<file path="config.mk">
export PLATFORM = sky130hd
export DESIGN_NAME = phy_port_device_flat
export DESIGN_NICKNAME = d
export VERILOG_FILES = /design/src/common/phy_port_pkg.sv /design/src/common/phy_port_if.sv /design/src/rtl/pair_buffer.sv /design/src/rtl/phy_port_device.sv /design/src/flat_wrapper.sv
export SDC_FILE = /design/constraint.sdc
export NUM_CORES = 1
export LEC_CHECK = 0
export ABC_AREA = 1
export BUFFER_PORTS_ARGS = -buffer_cell sky130_fd_sc_hd__clkbuf_2
export CAP_MARGIN = 30
export CORE_MARGIN = 2
export CORE_UTILIZATION = 59
export DETAILED_ROUTE_END_ITERATION = 10
export PLACE_DENSITY = 0.86
export SYNTH_ARGS = -nofsm -noshare
export SYNTH_HDL_FRONTEND = slang
export SYNTH_SLANG_ARGS = --single-unit
</file>
<file path="constraint.sdc">
create_clock -name clk_i -period 2.2 [get_ports clk_i]
set_input_delay 0.44 -clock clk_i [delete_from_list [all_inputs] [get_ports clk_i]]
set_output_delay 0.44 -clock clk_i [all_outputs]
set_load 0.02 [all_outputs]
</file>
<file path="src/common/phy_port_pkg.sv">
// Constants and types shared by both ends of the media and symbol-pair port.
// Assumes both ends and the bench run on one 100 MHz clock; link clocks are plain inputs.
// How it works
// - Alternate clock and data pins idle unless enabled
// - Enabled: output clock recovered from media input
// - Enabled: output recovered data aligned to that clock
// - Alternate receive data synchronous to its clock
// - Transmit clock driven only when its enable set
// - Transmit stream leaves as serial media data
// - Serial media input feeds the clock recovery unit
// - Signal detect marks incoming line activity
// - Indicate word carries odd parity over ten bits
// - Indicate control flag high for control symbols
// - First symbol on bits 7:4, second 3:0
// - Request word arrives with odd parity
// - Request control flag high for control symbols
// - Request first symbol on bits 7:4
package phy_port_pkg;
  localparam int SYM_W           = 8;
  localparam int WORD_W          = 9;
  localparam int FRAME_BITS      = 10;
  localparam int BUF_DEPTH       = 2;
  localparam int MEDIA_RATE_MBPS = 125;
  localparam int MEDIA_CLOCK_MHZ = 125;
  localparam int CLK_PERIOD_NS   = 10;
  localparam int LINK_PERIOD_NS  = 80;
  localparam int LINK_HALF_CYC   = LINK_PERIOD_NS / (2 * CLK_PERIOD_NS);

  localparam logic [2:0] DIV_LAST     = 3'(LINK_HALF_CYC - 1);
  localparam logic [3:0] WORD_LAST    = 4'h8;
  localparam logic [3:0] FRAME_LAST   = 4'h9;
  localparam logic       START_BIT    = 1'b1;
  localparam logic       IDLE_LEVEL   = 1'b0;
  localparam logic       ENABLE_RESET = 1'b0;

  typedef logic [SYM_W-1:0]  sym_pair_t;
  typedef logic [WORD_W-1:0] word_t;
  typedef enum logic [1:0] {RX_IDLE = 2'h1, RX_SHIFT = 2'h2} rx_state_t;
  typedef enum logic [1:0] {TX_IDLE = 2'h1, TX_SEND = 2'h2} tx_state_t;
endpackage

</file>
<file path="src/common/phy_port_if.sv">
// Pins between the physical-layer end and its partner (media side and MAC or peer).
// Assumes both ends sit in one clock domain for the parallel port.
`timescale 1ns/1ps
interface phy_port_if;
  import phy_port_pkg::*;
  logic      media_line_clock;
  logic      media_serial_in;
  logic      signal_detect;
  logic      alt_receive_clock_in;
  logic      alt_receive_data_in;
  logic      recovered_clock_out;
  logic      recovered_data_out;
  logic      media_serial_out;
  logic      transmit_clock_out;
  logic      indicate_valid;
  logic      indicate_ready;
  logic      indicate_parity;
  logic      indicate_control_flag;
  sym_pair_t indicate_symbols;
  logic      request_valid;
  logic      request_ready;
  logic      request_parity;
  logic      request_control_flag;
  sym_pair_t request_symbols;

  modport phy (
    input  media_line_clock, media_serial_in, signal_detect, alt_receive_clock_in, alt_receive_data_in,
    input  indicate_ready, request_valid, request_parity, request_control_flag, request_symbols,
    output recovered_clock_out, recovered_data_out, media_serial_out, transmit_clock_out,
    output indicate_valid, indicate_parity, indicate_control_flag, indicate_symbols, request_ready
  );
  modport partner (
    output media_line_clock, media_serial_in, signal_detect, alt_receive_clock_in, alt_receive_data_in,
    output indicate_ready, request_valid, request_parity, request_control_flag, request_symbols,
    input  recovered_clock_out, recovered_data_out, media_serial_out, transmit_clock_out,
    input  indicate_valid, indicate_parity, indicate_control_flag, indicate_symbols, request_ready
  );
endinterface

</file>
<file path="src/rtl/pair_buffer.sv">
// Small ring buffer with valid and ready on both sides.
// Assumes one clock; flags are registered so ready and valid come from flops.
`timescale 1ns/1ps
module pair_buffer #(
  parameter int WIDTH = 9,
  parameter int DEPTH = 2
) (
  // System
  input  logic             clk_i,
  input  logic             reset_n_i,
  // Fill side
  input  logic             in_valid_i,
  input  logic [WIDTH-1:0] in_data_i,
  output logic             in_ready_o,
  // Drain side
  output logic             out_valid_o,
  output logic [WIDTH-1:0] out_data_o,
  input  logic             out_ready_i
);
  localparam int PW = (DEPTH > 1) ? $clog2(DEPTH) : 1;
  localparam logic [PW-1:0] PTR_LAST = PW'(DEPTH - 1);

  logic [WIDTH-1:0] mem_q [DEPTH];
  logic [PW-1:0]    wr_q, wr_d, rd_q, rd_d;
  logic             full_q, full_d, empty_q, empty_d, ready_q, ready_d;
  logic             push, pop;

  // Own flop so the ready pin comes straight from a register
  assign in_ready_o  = ready_q;
  assign out_valid_o = ~empty_q;
  assign out_data_o  = mem_q[rd_q];

  always_comb begin
    push    = in_valid_i & ~full_q;
    pop     = out_ready_i & ~empty_q;
    wr_d    = push ? ((wr_q == PTR_LAST) ? '0 : wr_q + 1'b1) : wr_q;
    rd_d    = pop ? ((rd_q == PTR_LAST) ? '0 : rd_q + 1'b1) : rd_q;
    full_d  = full_q;
    empty_d = empty_q;
    if (push && !pop) begin
      full_d  = (wr_d == rd_q);
      empty_d = 1'b0;
    end else if (pop && !push) begin
      empty_d = (rd_d == wr_q);
      full_d  = 1'b0;
    end
    ready_d = ~full_d;
  end

  always_ff @(posedge clk_i or negedge reset_n_i) begin
    if (!reset_n_i) begin
      wr_q    <= '0;
      rd_q    <= '0;
      full_q  <= 1'b0;
      ready_q <= 1'b1;
      empty_q <= 1'b1;
    end else begin
      wr_q    <= wr_d;
      rd_q    <= rd_d;
      full_q  <= full_d;
      ready_q <= ready_d;
      empty_q <= empty_d;
    end
  end

  for (genvar i = 0; i < DEPTH; i++) begin : g_entry
    always_ff @(posedge clk_i or negedge reset_n_i) begin
      if (!reset_n_i) begin
        mem_q[i] <= '0;
      end else if (push && wr_q == PW'(i)) begin
        mem_q[i] <= in_data_i;
      end
    end
  end
endmodule

</file>
<file path="src/rtl/phy_port_device.sv">
// Physical-layer end: media receive and recovery, alternate receive path,
// indicate word output, request word input with parity check, serial transmit.
// Assumes link clocks are slow against clk_i (at least four cycles per half period).
`timescale 1ns/1ps
module phy_port_device (
  // System
  input  logic clk_i,
  input  logic reset_n_i,
  // Configuration
  input  logic alt_media_enable_i,
  input  logic transmit_clock_enable_i,
  // Management status
  input  logic status_clear_i,
  output logic line_active_o,
  output logic parity_error_o,
  output logic indicate_overrun_o,
  // Link
  phy_port_if.phy link
);
  import phy_port_pkg::*;

  // Pin order: line clock, serial in, signal detect, alt clock, alt data
  logic [4:0] pin_raw, meta_q, sync_q;
  logic       en_q, transmit_clock_enable_q;
  logic       media_clk_s, media_bit_s, sd_s, alt_clk_s, alt_bit_s;
  logic       rx_clk, rx_bit;

  assign pin_raw = {link.media_line_clock, link.media_serial_in, link.signal_detect,
                    link.alt_receive_clock_in, link.alt_receive_data_in};
  assign {media_clk_s, media_bit_s, sd_s, alt_clk_s, alt_bit_s} = sync_q;

  always_ff @(posedge clk_i or negedge reset_n_i) begin
    if (!reset_n_i) begin
      meta_q <= '0;
      sync_q <= '0;
      en_q   <= ENABLE_RESET;
      transmit_clock_enable_q <= ENABLE_RESET;
    end else begin
      meta_q <= pin_raw;
      sync_q <= meta_q;
      en_q   <= alt_media_enable_i;
      transmit_clock_enable_q <= transmit_clock_enable_i;
    end
  end

  // Enabled: core listens to the alternate pins, otherwise to the media pins
  assign rx_clk = en_q ? alt_clk_s : media_clk_s;
  assign rx_bit = en_q ? alt_bit_s : media_bit_s;

  // Recovered clock and data share one delay, so they stay aligned
  logic rec_clk_q, rec_clk_d, rec_bit_q, rec_bit_d;

  always_comb begin
    rec_clk_d = en_q & media_clk_s;
    rec_bit_d = en_q & media_bit_s;
  end

  always_ff @(posedge clk_i or negedge reset_n_i) begin
    if (!reset_n_i) begin
      rec_clk_q <= 1'b0;
      rec_bit_q <= 1'b0;
    end else begin
      rec_clk_q <= rec_clk_d;
      rec_bit_q <= rec_bit_d;
    end
  end

  assign link.recovered_clock_out = rec_clk_q;
  assign link.recovered_data_out  = rec_bit_q;

  // Receive deserialiser: start bit, control flag, then first symbol MSB first
  rx_state_t rx_state_q, rx_state_d;
  logic [3:0] rx_cnt_q, rx_cnt_d;
  word_t      rx_sh_q, rx_sh_d, rx_word;
  logic       rx_prev_q, rx_rise, ind_push, ind_space;

  always_comb begin
    rx_rise    = rx_clk & ~rx_prev_q;
    rx_word    = {rx_sh_q[WORD_W-2:0], rx_bit};
    rx_state_d = rx_state_q;
    rx_cnt_d   = rx_cnt_q;
    rx_sh_d    = rx_sh_q;
    ind_push   = 1'b0;
    if (!sd_s) begin
      // Lost signal abandons a partial word
      rx_state_d = RX_IDLE;
    end else if (rx_rise) begin
      unique case (rx_state_q)
        RX_IDLE: begin
          if (rx_bit == START_BIT) begin
            rx_state_d = RX_SHIFT;
            rx_cnt_d   = '0;
          end
        end
        RX_SHIFT: begin
          rx_sh_d  = rx_word;
          rx_cnt_d = rx_cnt_q + 4'h1;
          if (rx_cnt_q == WORD_LAST) begin
            ind_push   = 1'b1;
            rx_state_d = RX_IDLE;
          end
        end
        default: rx_state_d = RX_IDLE;
      endcase
    end
  end

  always_ff @(posedge clk_i or negedge reset_n_i) begin
    if (!reset_n_i) begin
      rx_state_q <= RX_IDLE;
      rx_cnt_q   <= '0;
      rx_sh_q    <= '0;
      rx_prev_q  <= 1'b0;
    end else begin
      rx_state_q <= rx_state_d;
      rx_cnt_q   <= rx_cnt_d;
      rx_sh_q    <= rx_sh_d;
      rx_prev_q  <= rx_clk;
    end
  end

  // Indicate path: buffer, then an output stage so the port pins come from flops
  word_t ind_buf_word, ind_word_q, ind_word_d;
  logic  ind_buf_valid, ind_take;
  logic  ind_valid_q, ind_valid_d, ind_par_q, ind_par_d;

  pair_buffer #(
    .WIDTH (WORD_W),
    .DEPTH (BUF_DEPTH)
  ) u_ind_buf (
    .clk_i       (clk_i),
    .reset_n_i   (reset_n_i),
    .in_valid_i  (ind_push),
    .in_data_i   (rx_word),
    .in_ready_o  (ind_space),
    .out_valid_o (ind_buf_valid),
    .out_data_o  (ind_buf_word),
    .out_ready_i (ind_take)
  );

  always_comb begin
    ind_take    = ind_buf_valid & (~ind_valid_q | link.indicate_ready);
    ind_valid_d = ind_valid_q;
    ind_word_d  = ind_word_q;
    ind_par_d   = ind_par_q;
    if (ind_take) begin
      ind_valid_d = 1'b1;
      ind_word_d  = ind_buf_word;
      ind_par_d   = ~(^ind_buf_word);
    end else if (link.indicate_ready) begin
      ind_valid_d = 1'b0;
    end
  end

  always_ff @(posedge clk_i or negedge reset_n_i) begin
    if (!reset_n_i) begin
      ind_valid_q <= 1'b0;
      ind_word_q  <= '0;
      ind_par_q   <= 1'b1;
    end else begin
      ind_valid_q <= ind_valid_d;
      ind_word_q  <= ind_word_d;
      ind_par_q   <= ind_par_d;
    end
  end

  assign link.indicate_valid        = ind_valid_q;
  assign link.indicate_parity       = ind_par_q;
  assign link.indicate_control_flag = ind_word_q[WORD_W-1];
  assign link.indicate_symbols      = ind_word_q[SYM_W-1:0];

  // Request path: parity checked on acceptance; bad words still pass through
  word_t tx_word;
  logic  tx_avail, tx_pop, req_take, req_bad;
  logic  perr_q, perr_d, ovr_q, ovr_d, line_q;

  pair_buffer #(
    .WIDTH (WORD_W),
    .DEPTH (BUF_DEPTH)
  ) u_req_buf (
    .clk_i       (clk_i),
    .reset_n_i   (reset_n_i),
    .in_valid_i  (link.request_valid),
    .in_data_i   ({link.request_control_flag, link.request_symbols}),
    .in_ready_o  (link.request_ready),
    .out_valid_o (tx_avail),
    .out_data_o  (tx_word),
    .out_ready_i (tx_pop)
  );

  always_comb begin
    req_take = link.request_valid & link.request_ready;
    req_bad  = ~(^{link.request_parity, link.request_control_flag, link.request_symbols});
    perr_d   = status_clear_i ? 1'b0 : perr_q;
    ovr_d    = status_clear_i ? 1'b0 : ovr_q;
    // A set in the clearing cycle wins
    if (req_take && req_bad) begin
      perr_d = 1'b1;
    end
    if (ind_push && !ind_space) begin
      ovr_d = 1'b1;
    end
  end

  always_ff @(posedge clk_i or negedge reset_n_i) begin
    if (!reset_n_i) begin
      perr_q <= 1'b0;
      ovr_q  <= 1'b0;
      line_q <= 1'b0;
    end else begin
      perr_q <= perr_d;
      ovr_q  <= ovr_d;
      line_q <= sd_s;
    end
  end

  assign parity_error_o     = perr_q;
  assign indicate_overrun_o = ovr_q;
  assign line_active_o      = line_q;

  // Transmit: divider makes the bit clock; data changes on its falling half
  tx_state_t tx_state_q, tx_state_d;
  logic [2:0]            div_q, div_d;
  logic [3:0]            tx_cnt_q, tx_cnt_d;
  logic [FRAME_BITS-1:0] tx_sh_q, tx_sh_d;
  logic                  phase_q, phase_d, half, fall;
  logic                  ser_q, ser_d, txc_q, txc_d;

  always_comb begin
    half       = (div_q == DIV_LAST);
    div_d      = half ? '0 : div_q + 3'h1;
    phase_d    = phase_q ^ half;
    fall       = half & phase_q;
    tx_state_d = tx_state_q;
    tx_cnt_d   = tx_cnt_q;
    tx_sh_d    = tx_sh_q;
    ser_d      = ser_q;
    tx_pop     = 1'b0;
    if (fall) begin
      unique case (tx_state_q)
        TX_IDLE: begin
          ser_d = IDLE_LEVEL;
          if (tx_avail) begin
            tx_pop     = 1'b1;
            ser_d      = START_BIT;
            tx_sh_d    = {tx_word, 1'b0};
            tx_cnt_d   = 4'h1;
            tx_state_d = TX_SEND;
          end
        end
        TX_SEND: begin
          ser_d    = tx_sh_q[FRAME_BITS-1];
          tx_sh_d  = {tx_sh_q[FRAME_BITS-2:0], 1'b0};
          tx_cnt_d = tx_cnt_q + 4'h1;
          if (tx_cnt_q == FRAME_LAST) begin
            tx_state_d = TX_IDLE;
          end
        end
        default: tx_state_d = TX_IDLE;
      endcase
    end
    txc_d = transmit_clock_enable_q & phase_d;
  end

  always_ff @(posedge clk_i or negedge reset_n_i) begin
    if (!reset_n_i) begin
      tx_state_q <= TX_IDLE;
      div_q      <= '0;
      tx_cnt_q   <= '0;
      tx_sh_q    <= '0;
      phase_q    <= 1'b0;
      ser_q      <= IDLE_LEVEL;
      txc_q      <= 1'b0;
    end else begin
      tx_state_q <= tx_state_d;
      div_q      <= div_d;
      tx_cnt_q   <= tx_cnt_d;
      tx_sh_q    <= tx_sh_d;
      phase_q    <= phase_d;
      ser_q      <= ser_d;
      txc_q      <= txc_d;
    end
  end

  assign link.media_serial_out   = ser_q;
  assign link.transmit_clock_out = txc_q;
endmodule

</file>
<file path="src/flat_wrapper.sv">
// flat-port wrapper written by rule: the top's interface ports become plain ports
module phy_port_device_flat import phy_port_pkg::*;
  (clk_i, reset_n_i, alt_media_enable_i, transmit_clock_enable_i, status_clear_i, line_active_o, parity_error_o, indicate_overrun_o, link_media_line_clock, link_media_serial_in, link_signal_detect, link_alt_receive_clock_in, link_alt_receive_data_in, link_indicate_ready, link_request_valid, link_request_parity, link_request_control_flag, link_request_symbols, link_recovered_clock_out, link_recovered_data_out, link_media_serial_out, link_transmit_clock_out, link_indicate_valid, link_indicate_parity, link_indicate_control_flag, link_indicate_symbols, link_request_ready);
  phy_port_if link_i ();
  input  logic clk_i;
  input  logic reset_n_i;
  input  logic alt_media_enable_i;
  input  logic transmit_clock_enable_i;
  input  logic status_clear_i;
  output logic line_active_o;
  output logic parity_error_o;
  output logic indicate_overrun_o;
  input wire logic [$bits(link_i.media_line_clock)-1:0] link_media_line_clock;
  input wire logic [$bits(link_i.media_serial_in)-1:0] link_media_serial_in;
  input wire logic [$bits(link_i.signal_detect)-1:0] link_signal_detect;
  input wire logic [$bits(link_i.alt_receive_clock_in)-1:0] link_alt_receive_clock_in;
  input wire logic [$bits(link_i.alt_receive_data_in)-1:0] link_alt_receive_data_in;
  input wire logic [$bits(link_i.indicate_ready)-1:0] link_indicate_ready;
  input wire logic [$bits(link_i.request_valid)-1:0] link_request_valid;
  input wire logic [$bits(link_i.request_parity)-1:0] link_request_parity;
  input wire logic [$bits(link_i.request_control_flag)-1:0] link_request_control_flag;
  input wire logic [$bits(link_i.request_symbols)-1:0] link_request_symbols;
  output wire logic [$bits(link_i.recovered_clock_out)-1:0] link_recovered_clock_out;
  output wire logic [$bits(link_i.recovered_data_out)-1:0] link_recovered_data_out;
  output wire logic [$bits(link_i.media_serial_out)-1:0] link_media_serial_out;
  output wire logic [$bits(link_i.transmit_clock_out)-1:0] link_transmit_clock_out;
  output wire logic [$bits(link_i.indicate_valid)-1:0] link_indicate_valid;
  output wire logic [$bits(link_i.indicate_parity)-1:0] link_indicate_parity;
  output wire logic [$bits(link_i.indicate_control_flag)-1:0] link_indicate_control_flag;
  output wire logic [$bits(link_i.indicate_symbols)-1:0] link_indicate_symbols;
  output wire logic [$bits(link_i.request_ready)-1:0] link_request_ready;
  assign link_i.media_line_clock = link_media_line_clock;
  assign link_i.media_serial_in = link_media_serial_in;
  assign link_i.signal_detect = link_signal_detect;
  assign link_i.alt_receive_clock_in = link_alt_receive_clock_in;
  assign link_i.alt_receive_data_in = link_alt_receive_data_in;
  assign link_i.indicate_ready = link_indicate_ready;
  assign link_i.request_valid = link_request_valid;
  assign link_i.request_parity = link_request_parity;
  assign link_i.request_control_flag = link_request_control_flag;
  assign link_i.request_symbols = link_request_symbols;
  assign link_recovered_clock_out = link_i.recovered_clock_out;
  assign link_recovered_data_out = link_i.recovered_data_out;
  assign link_media_serial_out = link_i.media_serial_out;
  assign link_transmit_clock_out = link_i.transmit_clock_out;
  assign link_indicate_valid = link_i.indicate_valid;
  assign link_indicate_parity = link_i.indicate_parity;
  assign link_indicate_control_flag = link_i.indicate_control_flag;
  assign link_indicate_symbols = link_i.indicate_symbols;
  assign link_request_ready = link_i.request_ready;
  phy_port_device u_core (.clk_i(clk_i), .reset_n_i(reset_n_i), .alt_media_enable_i(alt_media_enable_i), .transmit_clock_enable_i(transmit_clock_enable_i), .status_clear_i(status_clear_i), .line_active_o(line_active_o), .parity_error_o(parity_error_o), .indicate_overrun_o(indicate_overrun_o), .link(link_i));
endmodule
</file>
* After elaboration in Yosys (flattened, before gate mapping)
Cells that the tools add are included.
** Operators by class
- Mux-type cells :: 52
- Reductions and logical operators :: 30
- $add $sub $neg :: 7
- Order comparisons :: 2
- Bitwise operators :: 27
- Equal/unequal tests :: 17
** Operator list (count)
- 9-bit two-way mux :: 6
- 1-bit two-way mux :: 30
- 10-bit one-hot mux with 2 select lines :: 1
- 4-bit one-hot mux with 2 select lines :: 2
- 2-bit nonzero test :: 7
- 2-bit two-way mux :: 6
- 1-bit NOT :: 12
- 3-bit AND reduction :: 4
- 1-bit bitwise AND :: 11
- 1-bit logical AND :: 10
- 10-bit two-way mux :: 1
- 10-bit parity :: 1
- 9-bit parity :: 1
- 4-bit by 1-bit adder with 4-bit output, second input constant :: 2
- 4-bit equality test, second input constant :: 2
- 4-bit two-way mux :: 2
- 2-bit one-hot mux with 2 select lines :: 2
- 3-bit != test, second input constant :: 2
- 1-bit logical NOT :: 5
- 1-bit adder, second input constant :: 4
- 1-bit equality test :: 4
- 2-bit by 1-bit equality test with 1-bit output, second input constant :: 2
- 2-bit equality test, second input constant :: 2
- 2-bit >= comparator, second input constant :: 2
- other kinds (11) :: 14
** Word-level totals
- Bits in registers :: 111
- Word-level logic and storage cells :: 172

* Longest topological paths before layout
Gate-level depths: netlist of the first run.
- Word-level depth :: 11
- Mapped depth :: 12
- Depth with buffers taken out :: 11

* Modules after synthesis
From an unflattened synthesis of the first run, not the netlist that was laid out.
** Second synthesis, totals
- Cells, all modules :: 564
- Area, all modules :: 5054.8 µm²
** Modules (own cells, without submodules)
- phy_port_device :: cells each 342, seq. area each 1605.3 µm², area an instance 2932.8 µm², instances 1
- pair_buffer :: cells each 111, seq. area each 578.1 µm², area an instance 1061.0 µm², instances 2

* Worst setup path before layout of the first run
Ideal clock, no wire load.
- Path type :: register -> register
- Start :: register u_core.div_q[0]
- End :: register u_core.tx_sh_q[8]
- Slack :: 391 ps
- Data required time :: 2064 ps
- Period minus slack after synthesis :: 1809 ps
- Cell stages (with the launch flop) :: 12
- Arrival time :: 1673 ps
- Cells stage by stage :: dfrtp_1 ha_1 inv_1 nor2_1 ha_1 inv_1 a21oi_1 nand2_1 nand2_1 inv_1 clkbuf_1 o21ai_0
** On the way
- Word-level cells in the longest chain between the ends :: 3
** RTL lines
- from (decl) :: RTL line phy_port_device.sv:223 : logic [2:0] div_q, div_d;
- from (signal assigned) :: RTL line phy_port_device.sv:276 : div_q <= div_d;
- 3-bit by 2-bit equality test with 1-bit output :: RTL line phy_port_device.sv:230 : half = (div_q == DIV_LAST);
- 1-bit bitwise AND :: RTL line phy_port_device.sv:233 : fall = half & phase_q;
- 3-bit AND reduction (no source line)
- to (signal assigned) :: RTL line phy_port_device.sv:278 : tx_sh_q <= tx_sh_d;
- to (decl) :: RTL line phy_port_device.sv:225 : logic [FRAME_BITS-1:0] tx_sh_q, tx_sh_d;
No other way between the ends.
A chain may end at the register's enable or synchronous reset.

* Worst setup path after layout of the first run
- Start :: register u_core.div_q[0]
- End :: register u_core.tx_sh_q[1]
Same word-level chain as after synthesis.

==> reports/qor.csv, run 1 <==
stage;metric;value;unit
status;status;completed;
sta;drv_slew;0;
grt;grt_busiest_layer;met2;
cts;cts_num_sinks;110;
synth;async_flop_share;100;%
drt;drc;0;
setup_path;worst_setup_path_end_kind;flop;
drt;drtPass1Iterations;5;
synth;ys_seq_area_share;55.0;%
floorplan;dieHeight;96.2;µm
grt;grt_pass1_vias;3502;
synth;yosys_warnings;0;
power;max-vdd-ir-drop;417;µV
drt;wirelength;9200;µm
floorplan;dieArea;0.00926;mm²
grt;grt_use_met2;34.5;%
synth;synth_edf_count;0;
sta;hold_viol;0;
sta;fin_crit_sh;92.1;%
grt;grt-ovfl-total;0;
setup_path;r2r-start;u_core.div_q[0];
sta;finClkSkew;0.0158;ns
drt;vias;3633;
sta;post-route-min-period;2.03;ns
cts;cts_made_buffers;9;
synth;syn_avg_cell_area;9.11;µm²
cells_and_area;area_growth;11.1;%
synth;synth.cell_area;0.00502;mm²
cells_and_area;drive_above_1_share;18.4;%
setup_path;crit_start;u_core.div_q[0];
synth;ys_top_cells_by_area;dfrtp_1 (51%), nand2_1 (13%), inv_1 (5.5%), o21ai_0 (5.2%), dfstp_2 (3.7%);
cts;clock_latency;0.37;ns
synth;synth_top_cells_by_count;nand2_1 (177), dfrtp_1 (103), inv_1 (73);
synth;synth.top_cell.area_share;51.4;%
cells_and_area;fillers;595;
drt;avgRoutedWirePerCell;13.1;µm
synth;synth_top_family_by_area;simple AND/OR/NAND/NOR gates;
place;place_area;0.00534;mm²
place;gp_congestion;0.811;
synth;synth-xor-area-share;2.79;%
hold_path;hp-class;input port to async pin;
sta;tightestPinTransition;0.580;ns
synth;synth_flop_cell;dfrtp_1;
sta;final.setup.worst_slack;0.174;ns
synth;yosysTopAreaCell;dfrtp_1;
cts;path_clk_slew;0.11;ns
cells_and_area;nets;627;
grt;antenna_found_initial;0;
place;place_ws;0.188;ns
cells_and_area;fin_util;67.9;%
drt;ant_nets;0;
place;port_buffers;40;
setup_path;r2r_end;u_core.tx_sh_q[1];
place;dp_hpwl;6460;µm
synth;synth_fa_ha_area_share;2.99;%
synth;synthMuxAreaShare;1.80;%
setup_path;path_max_fanout;9;
floorplan;core;0.00822;mm²
flow_run;cap_violations;0;
drt;viasPerCell;5.17;
sta;setup_tns;0;ns
setup_path;r2r_cells;10;
power;p_per_area;626;mW/mm²
setup_path;worst-setup-path-type;flop to flop;
synth;synth_nets;585;
drt;drt_first_iter_violations;123;
setup_path;crit_end;u_core.tx_sh_q[1];
cells_and_area;antennaDiodeCount;0;
synth;synth.most_common_cell;nand2_1;
setup_path;critPathArrivalTime;2.30;ns
setup_path;rrSetupSlack;0.17;ns
cts;cts-htree-levels;3;
cells_and_area;final_area;0.00558;mm²
synth;ys_ff_latch;110;
cts;cts_buffer_depth;2;
synth;synth-simple-area-share;18.7;%
synth;synth.distinct_cells;36;
floorplan;initial_core_util;61.1;%
setup_path;start_kind;flop;
cts;cts_tree;built;
setup_path;required;2.47;ns
sta;setup_viol;0;
synth;netlist_instances;551;
grt;grt_pass1_wl;15700;µm
cts;postCtsSetupBuffers;0;
grt;grt_max_degree;44;
grt;use_met1;30.0;%
sta;rsz0062_at_grt;false;
grt;track_usage;22.1;%
cts;cts_root_buf;clkbuf_8;
synth;synth_compound_area_share;11.4;%
power;power.total;3.49;mW
floorplan;io_pins;41;
power;leakage;2.91;nW
sta;slew_headroom;61.4;%
sta;timing.fmax;494;MHz
floorplan;die_w;96.2;µm
floorplan;rows;33;
grt;met3_usage;5.72;%
cells in the final DEF (no fill, tap or decap), drive strengths merged, types with 7 or more instances in the layout:
cell,Yosys,layout
dfrtp,103,103
nor2,20,20
dfstp,7,7
ha,12,12
nand3,15,15
buf,4,7
inv,74,74
clkbuf,12,50
o21ai,72,72
mux2,8,8
o211ai,8,8
xor2,12,12
nand2,181,181
worst min path at each step:
stage / start / endpoint / slack (ns)
2_1_floorplan: reset_n_i / u_core.div_q[0] / 0.14
4_1_cts: reset_n_i / u_core.u_req_buf.mem_q[13] / 0.06
3_5_place_dp: u_core.meta_q[4] / u_core.sync_q[4] / 0.34
3_3_place_gp: u_core.meta_q[2] / u_core.sync_q[2] / 0.33
5_1_grt: reset_n_i / u_core.u_req_buf.mem_q[13] / 0.06
6_report: reset_n_i / u_core.u_req_buf.mem_q[13] / 0.03
cell families after synthesis:
logic type	Yosys count
adder cells (fa/ha/maj)	12
flip-flops	110
buffers and inverters	91
multiplexers	8
XOR/XNOR	16
AND/OR/NAND/NOR	221
AO/OA/AOI/OAI	93
layout make-up:
cell class	count	area [µm²]	area share, %
clock buffers	11	151	2.72
clock inverters	5	65.1	1.17
inverters	75	285	5.12
multi-input cells	350	1900	34.1
flip-flops and latches	110	2760	49.5
well taps	105	131	2.36
repair buffers	46	273	4.89
repair inverters	1	7.51	0.135
critical path: stages, from the launching register on:
cell,delay (ns)
dfrtp_1,0.36
ha_1,0.16
inv_1,0.04
nor2_1,0.16
ha_1,0.20
inv_1,0.07
a21oi_1,0.18
nand2_1,0.19
nand2_4,0.15
clkinvlp_4,0.18
a32o_1,0.23
state kept, by name, summed over array words and instances (netlist names), 2 cells and up:
signal,cells
u_core.rx_sh_q,8
u_core.ind_word_q,9
u_core.sync_q,5
u_core.u_ind_buf.mem_q,18
u_core.tx_cnt_q,4
u_core.rx_state_q,2
u_core.meta_q,5
u_core.div_q,3
u_core.u_req_buf.mem_q,18
u_core.tx_sh_q,9
u_core.tx_state_q,2
u_core.rx_cnt_q,4
power breakdown:
group	switching (mW)	internal, mW
clock	0.691	0.599
combinational	0.0988	0.0513
sequential	0.00943	2.04
total	0.800	2.69
repair_timing:
item | in CTS | in global routing
hold endpoints to repair | 0 | 0
hold buffers | 0 | 0
gates resized for setup | 0 | 4
endpoints found under the setup margin | 0 | 9
routing by layer:
metal / share of wire [%] / routed length (µm)
met3: 5.0 / 458
met4: 1.8 / 161
met1: 47 / 4340
met5: 0 / 0
met2: 46 / 4240
per-stage QoR:
step	std cells	hold WS (ns)
3_5_place_dp	686	0.338
3_3_place_gp	686	0.333
4_1_cts	702	0.0585
5_1_grt	703	0.0646
6_report	703	0.0344
2_1_floorplan	551	0.144
Power figures use the tool's default switching activity.
==> run 2: changes to the inputs <==
--- a/config.mk
+++ b/config.mk
@@ -11,7 +11,7 @@
 export CORE_MARGIN = 2
 export CORE_UTILIZATION = 59
 export DETAILED_ROUTE_END_ITERATION = 10
-export PLACE_DENSITY = 0.86
+export PLACE_DENSITY = 0.79
 export SYNTH_ARGS = -nofsm -noshare
 export SYNTH_HDL_FRONTEND = slang
 export SYNTH_SLANG_ARGS = --single-unit
==> run 2 against run 1 <==
Fmax grew 1.8%. Global-route usage shrank 0.76 points. Combinational power shrank 3%. Clock power shrank 5%. Total power shrank 2.1%. Via count shrank 1.3%. Critical path type unchanged. Largest power group unchanged.
==> reports/qor.csv, run 2 (synthesis gave the netlist of run 1 again) <==
stage;metric;value;unit;change
sta;tightestPinTransition;0.584;ns;+0.00477 ns
sta;finClkSkew;0.00944;ns;-0.00631 ns
setup_path;r2r-start;u_core.div_q[0];;
cells_and_area;antennaDiodeCount;0;;unchanged
setup_path;worst-setup-path-type;flop to flop;;
power;clkPwrFrac;35.7;%;-1.2 points
setup_path;critPathArrivalTime;2.25;ns;-0.05 ns
sta;setup_viol;0;;unchanged
sta;final.setup.worst_slack;0.210;ns;+0.0356 ns
sta;setup_tns;0;ns;unchanged
cells_and_area;nets;630;;+0.48%
floorplan;initial_core_util;61.1;%;unchanged
power;power.switching;0.769;mW;-3.9%
setup_path;start_kind;flop;;
floorplan;dieArea;0.00926;mm²;unchanged
sta;rsz0062_at_grt;false;;
floorplan;die_w;96.2;µm;unchanged
setup_path;r2r_cells;10;;unchanged
drt;viasPerCell;5.08;;-1.7%
drt;wirelength;9020;µm;-1.9%
cells_and_area;layout_common_cells;nand2_1 (176), dfrtp_1 (103), inv_1 (72), o21ai_0 (51), clkbuf_2 (39);;
drt;vias;3586;;-1.3%
cts;cts_made_buffers;9;;unchanged
cells_and_area;drive_above_1_share;18.8;%;+0.41 points
power;leakage;2.90;nW;-0.28%
place;place_ws;0.162;ns;-0.0258 ns
setup_path;crit_path_cell_trace;ha_1, inv_1, nor2_2, ha_1, inv_1, a21oi_1, nand2_1, nand2_4, clkinvlp_4, a32o_1;;
drt;ant_nets;0;;unchanged
setup_path;required;2.46;ns;about the same
status;status;completed;;
power;p_comb_share;4.2;%;about the same
cts;cts-htree-levels;3;;unchanged
setup_path;cpPeakStageDelay;0.37;ns;about the same
power;p_per_area;614;mW/mm²;-2.0%
floorplan;rows;33;;unchanged
floorplan;core;0.00822;mm²;unchanged
place;dp_hpwl;6190;µm;-4.3%
cells_and_area;final_common_cell;nand2_1;;
cts;cts_tree;built;;
power;max-vdd-ir-drop;396;µV;-5.1%
setup_path;worst_setup_path_end_kind;flop;;
cts;cts_hold_buf;0;;unchanged
sta;fin_crit_sh;90.5;%;-1.6 points
sta;slew_headroom;61.0;%;-0.32 points
floorplan;io_pins;41;;unchanged
cts;path_clk_slew;0.10;ns;about the same
grt;antenna_found_initial;0;;unchanged
grt;track_usage;21.3;%;-0.76 points
sta;drv_slew;0;;unchanged
setup_path;path_max_fanout;7;;-2
power;p_sw_share;22.5;%;-0.41 points
place;port_buffers;40;;unchanged
floorplan;dieHeight;96.2;µm;unchanged
power;pwr-share-seq;60.1;%;+1.3 points
drt;avgRoutedWirePerCell;12.8;µm;-2.4%
setup_path;crit_cells;10;;unchanged
hold_path;hp-class;input port to async pin;;
setup_path;slowest_stage;dfrtp_1;;
drt;drc;0;;unchanged
grt;grt_pass1_wl;15000;µm;-4.2%
sta;post-route-min-period;1.99;ns;-0.0356 ns
drt;drt_first_iter_violations;261;;+110%
place;gp_congestion;0.758;;-6.5%
drt;drtPass1Iterations;4;;-1
cts;cts_num_sinks;110;;unchanged
setup_path;crit_start;u_core.div_q[0];;
power;p_int;2.65;mW;-1.6%
setup_path;path_delay_family;simple AND/OR/NAND/NOR gates;;
cells_and_area;area_growth;11.0;%;
sta;timing.fmax;502;MHz;+1.8%
cts;cts_buffer_depth;2;;unchanged
cts;cts_root_buf;clkbuf_8;;
cells_and_area;reg_top3;u_core.u_ind_buf.mem_q (18), u_core.u_req_buf.mem_q (18);;
flow_run;cap_violations;0;;unchanged
cells_and_area;fillers;650;;+9.2%
setup_path;critical_path_buf_inv_count;3;;unchanged
grt;grt_max_degree;111;;+150%
sta;hold_viol;0;;unchanged
grt;grt_pass1_vias;3312;;-5.4%
cts;clock_latency;0.37;ns;about the same
grt;grt-ovfl-total;0;;unchanged
[run 2: metal layers]
layer  up-vias  GRT usage (%)  wire, µm
li1       1821              -         -
met1      1672           31.4      4370
met2        84           31.6      4120
met3         9           3.84       384
met4         0           8.21       142
met5         -              0         0
[run 2: stage by stage]
| step | util [%] | cell area, µm² | hold slack (ns) | power, mW | instances |
|---|---|---|---|---|---|
| 2_1_floorplan | - | 5020 | 0.144 | 2.15 | 551 |
| 3_3_place_gp | 64.8 | 5330 | 0.332 | 2.23 | 686 |
| 3_5_place_dp | 64.8 | 5330 | 0.338 | 2.24 | 686 |
| 4_1_cts | 67.3 | 5530 | 0.155 | 3.44 | 702 |
| 5_1_grt | 67.8 | 5570 | 0.152 | 3.56 | 706 |
| 6_report | 67.8 | 5570 | 0.0845 | 3.42 | 706 |
[run 2: worst register-to-register path, delay by kind of cell, from the launching register on]
kind / cells / cell delay, ns
buffers and inverters: 3 / 0.28
adders and majority gates: 2 / 0.36
DFF: 1 / 0.37
and+or+nand+nor: 3 / 0.49
AOI/OAI and AO/OA: 2 / 0.38
[run 2: power by group through the flow]
stage               logic (mW)  registers, mW  clock network, mW
finish                   0.145           2.05               1.22
global route             0.166           2.06               1.34
CTS                      0.148           2.05               1.24
detailed placement       0.147           2.09                  0
global placement         0.143           2.09                  0
floorplan               0.0573           2.09                  0
[run 2: path summary, 6_finish.rpt]
check	endpoint	slack, ns
worst max register to register	u_core.tx_sh_q[1]	0.21
min in group clk_i	u_core.meta_q[3]	0.17
worst min register to register	u_core.sync_q[2]	0.36
worst max-delay path	u_core.tx_sh_q[1]	0.21
max in group asynchronous	u_core.rx_state_q[1]	1.64
worst min-delay path	u_core.u_req_buf.mem_q[13]	0.08
[run 2: final cells by class]
| cell class | instances | area, µm² | area share [%] |
|---|---|---|---|
| timing repair inverter | 3 | 20.0 | 0.359 |
| timing repair buffer | 47 | 268 | 4.81 |
| multi-input combinational | 350 | 1900 | 34.2 |
| inverter | 75 | 285 | 5.12 |
| clock buffer | 11 | 141 | 2.54 |
| sequential | 110 | 2760 | 49.6 |
| clock inverter | 5 | 58.8 | 1.06 |
| tap | 105 | 131 | 2.36 |
[run 2: timing repair]
action	CTS	global route
setup buffers	0	1
resized for setup	0	7
setup endpoints to repair	0	10
==> run 3: changes to the inputs <==
--- a/config.mk
+++ b/config.mk
@@ -5,7 +5,6 @@
 export SDC_FILE = /design/constraint.sdc
 export NUM_CORES = 1
 export LEC_CHECK = 0
-export ABC_AREA = 1
 export BUFFER_PORTS_ARGS = -buffer_cell sky130_fd_sc_hd__clkbuf_2
 export CAP_MARGIN = 30
 export CORE_MARGIN = 2
==> run 3 against run 2 <==
Via count fell by 18%. Hold slack worse by 0.027 ns. Combinational power grew to 10 times the previous value. Highest routed layer unchanged.
==> reports/qor.csv, run 3 <==
stage;metric;value;unit;change
sta;setup_tns;0;ns;unchanged
setup_path;worst-setup-path-type;flop to flop;;
grt;track_usage;20.6;%;-0.75 points
cells_and_area;reg_top3;u_core.u_ind_buf.mem_q (18), u_core.u_req_buf.mem_q (18);;
place;place_area;0.00509;mm²;-4.5%
synth;netlist_instances;385;;-30%
synth;synth_nets;419;;-28%
sta;drv_slew;0;;unchanged
synth;async_flop_share;100;%;unchanged
flow_run;cap_violations;0;;unchanged
sta;timing.fmax;494;MHz;-1.6%
cells_and_area;nets;468;;-26%
cts;cts_made_buffers;9;;unchanged
synth;synth.most_common_cell;dfrtp_1;;
place;port_buffers;40;;unchanged
place;gp_congestion;0.826;;+9.1%
drt;avgRoutedWirePerCell;15.0;µm;+18%
synth;syn_avg_cell_area;12.3;µm²;+35%
grt;antenna_found_initial;0;;unchanged
power;p_per_area;1050;mW/mm²;+71%
place;place_ws;-0.0000786;ns;-0.162 ns
synth;ys_top_cells_by_area;dfrtp_1 (55%), mux2_2 (10%), mux2i_1 (5.1%), dfstp_2 (3.9%), ha_1 (3.2%);;
status;status;completed;;
drt;drc;0;;unchanged
synth;ys_ff_latch;110;;unchanged
drt;vias;2929;;-18%
sta;hold_viol;0;;unchanged
power;leakage;2.63;nW;-9.5%
floorplan;rows;32;;-3.0%
hold_path;hp-class;input port to async pin;;
synth;yosysTopAreaCell;dfrtp_1;;
setup_path;critPathArrivalTime;2.27;ns;+0.02 ns
sta;finClkSkew;0.0111;ns;+0.00168 ns
setup_path;path_max_fanout;21;;+14
setup_path;worst_setup_path_end_kind;flop;;
synth;synth_top_cells_by_count;dfrtp_1 (103), mux2_2 (42), nor2_1 (30);;
drt;wirelength;8130;µm;-9.9%
cts;cts_tree;built;;
cells_and_area;final_area;0.00531;mm²;-4.6%
grt;grt_pass1_vias;3030;;-8.5%
synth;synth.distinct_cells;37;;+2.8%
sta;final.setup.worst_slack;0.177;ns;-0.0332 ns
cts;cts_num_sinks;110;;unchanged
cts;cts_root_buf;clkbuf_8;;
cells_and_area;antennaDiodeCount;0;;unchanged
drt;viasPerCell;5.41;;+6.6%
cts;cts_buffer_depth;2;;unchanged
setup_path;start_kind;flop;;
synth;ys_seq_area_share;58.4;%;+3.4 points
floorplan;die_w;93.5;µm;-2.8%
grt;grt_pass1_wl;13900;µm;-7.4%
floorplan;io_pins;41;;unchanged
setup_path;required;2.45;ns;about the same
cts;cts_hold_buf;0;;unchanged
grt;grt_max_degree;48;;-57%
drt;drtPass1Iterations;4;;unchanged
power;max-vdd-ir-drop;612;µV;+55%
drt;ant_nets;0;;unchanged
sta;tightestPinTransition;0.638;ns;+0.0533 ns
place;dp_hpwl;5800;µm;-6.3%
cts;postCtsSetupBuffers;0;;unchanged
cells_and_area;fin_util;68.7;%;+0.96 points
sta;fin_crit_sh;92.0;%;+1.5 points
floorplan;initial_core_util;61.2;%;+0.078 points
synth;synth.cell_area;0.00473;mm²;-5.8%
cts;path_clk_slew;0.11;ns;about the same
synth;synth_flop_cell;dfrtp_1;;
sta;slew_headroom;57.5;%;-3.6 points
cts;clock_latency;0.36;ns;about the same
floorplan;dieHeight;93.5;µm;-2.8%
synth;synth.top_cell.area_share;54.5;%;+3.2 points
cells_and_area;drive_above_1_share;27.8;%;+9.0 points
grt;grt-ovfl-total;0;;unchanged
sta;rsz0062_at_grt;false;;
synth;synth_edf_count;0;;unchanged
cells_and_area;layout_common_cells;dfrtp_1 (103), mux2_2 (42), clkbuf_2 (39), nor2_1 (30), nand2_1 (29);;
drt;drt_first_iter_violations;91;;-65%
sta;setup_viol;0;;unchanged
floorplan;core;0.00773;mm²;-6.0%
cells_and_area;area_growth;12.4;%;
cells_and_area;final_common_cell;dfrtp_1;;
floorplan;dieArea;0.00874;mm²;-5.6%
cts;cts-htree-levels;3;;unchanged
sta;post-route-min-period;2.02;ns;+0.0332 ns
synth;yosys_warnings;0;;unchanged
-- run 3: changes by cell type in the layout (fill, tap and decap cells not counted), moves of 4 or more --
cell | before | now
nand2_1 | 176 | 29
inv_1 | 72 | 17
mux2_2 | 8 | 42
o21ai_0 | 51 | 20
mux2i_1 | 0 | 24
o21ai_2 | 19 | 0
a21oi_1 | 6 | 24
nor2_1 | 16 | 30
nand3_1 | 14 | 1
xnor2_1 | 4 | 17
o211ai_1 | 8 | 0
buf_4 | 7 | 11
clkinvlp_4 | 5 | 1
-- run 3: logic make-up after synthesis --
logic type	Yosys count	share of synthesized area [%]
DFF	110	58.4
and+or+nand+nor	79	7.94
muxes	66	15.1
AOI/OAI and AO/OA	57	6.65
xor gates and xnor gates	31	6.04
buffers and inverters	30	2.67
adders and majority gates	12	3.18
-- run 3: worst max-delay path: stages, from the launching register on --
cell	delay, ns
dfrtp_1	0.37
ha_1	0.17
nor2b_2	0.19
ha_2	0.24
a21boi_1	0.24
o21ai_0	0.17
buf_4	0.23
nor2_1	0.12
xnor2_1	0.12
nor2_1	0.06
-- run 3: worst paths after layout --
kind                                     from                    to  slack (ns)  cells past startpoint
max                           u_core.div_q[0]    u_core.tx_cnt_q[2]        0.18                      9
min                                 reset_n_i    u_core.rx_cnt_q[0]        0.06                      1
max reg2reg                   u_core.div_q[0]    u_core.tx_cnt_q[2]        0.18                      9
min reg2reg                  u_core.meta_q[3]      u_core.sync_q[3]        0.36                      0
max in group asynchronous           reset_n_i  u_core.tx_state_q[0]        1.42                      2
min in group clk_i         link_signal_detect      u_core.meta_q[2]        0.17                      1
-- run 3: routing by layer --
layer,share of wire (%),up-vias,GRT usage [%],routed length [µm]
li1,-,1400,-,-
met1,42,1458,24.4,3450
met2,52,59,37.1,4240
met3,3.6,12,4.83,295
met4,1.7,0,6.13,141
met5,0,-,0,0
-- run 3: timing repair --
action                     4_1_cts  5_1_grt
setup endpoints to repair        1        3
gates resized for setup          1        2
pin swaps                        0        0
-- run 3: area by class of cell --
type / count / area (µm²)
Sequential cell: 110 / 2760
Timing Repair Buffer: 51 / 298
Inverter: 17 / 63.8
Clock buffer: 11 / 151
Clock inverter: 5 / 66.3
Fill cell: 569 / 2420
Multi-Input combinational cell: 245 / 1840
Tap cell: 102 / 128
-- run 3: metrics by stage --
stage	instances	hold WS, ns	power (mW)
2_1_floorplan	385	0.144	3.88
3_3_place_gp	525	0.334	4.24
3_5_place_dp	525	0.340	4.33
4_1_cts	541	0.0776	5.62
5_1_grt	541	0.0924	5.91
6_report	541	0.0572	5.57
-- run 3: report_power, final --
group / switching [mW] / internal [mW]
Combinational: 0.754 / 0.695
Clock: 0.681 / 0.601
Sequential: 0.349 / 2.49
Total: 1.78 / 3.79
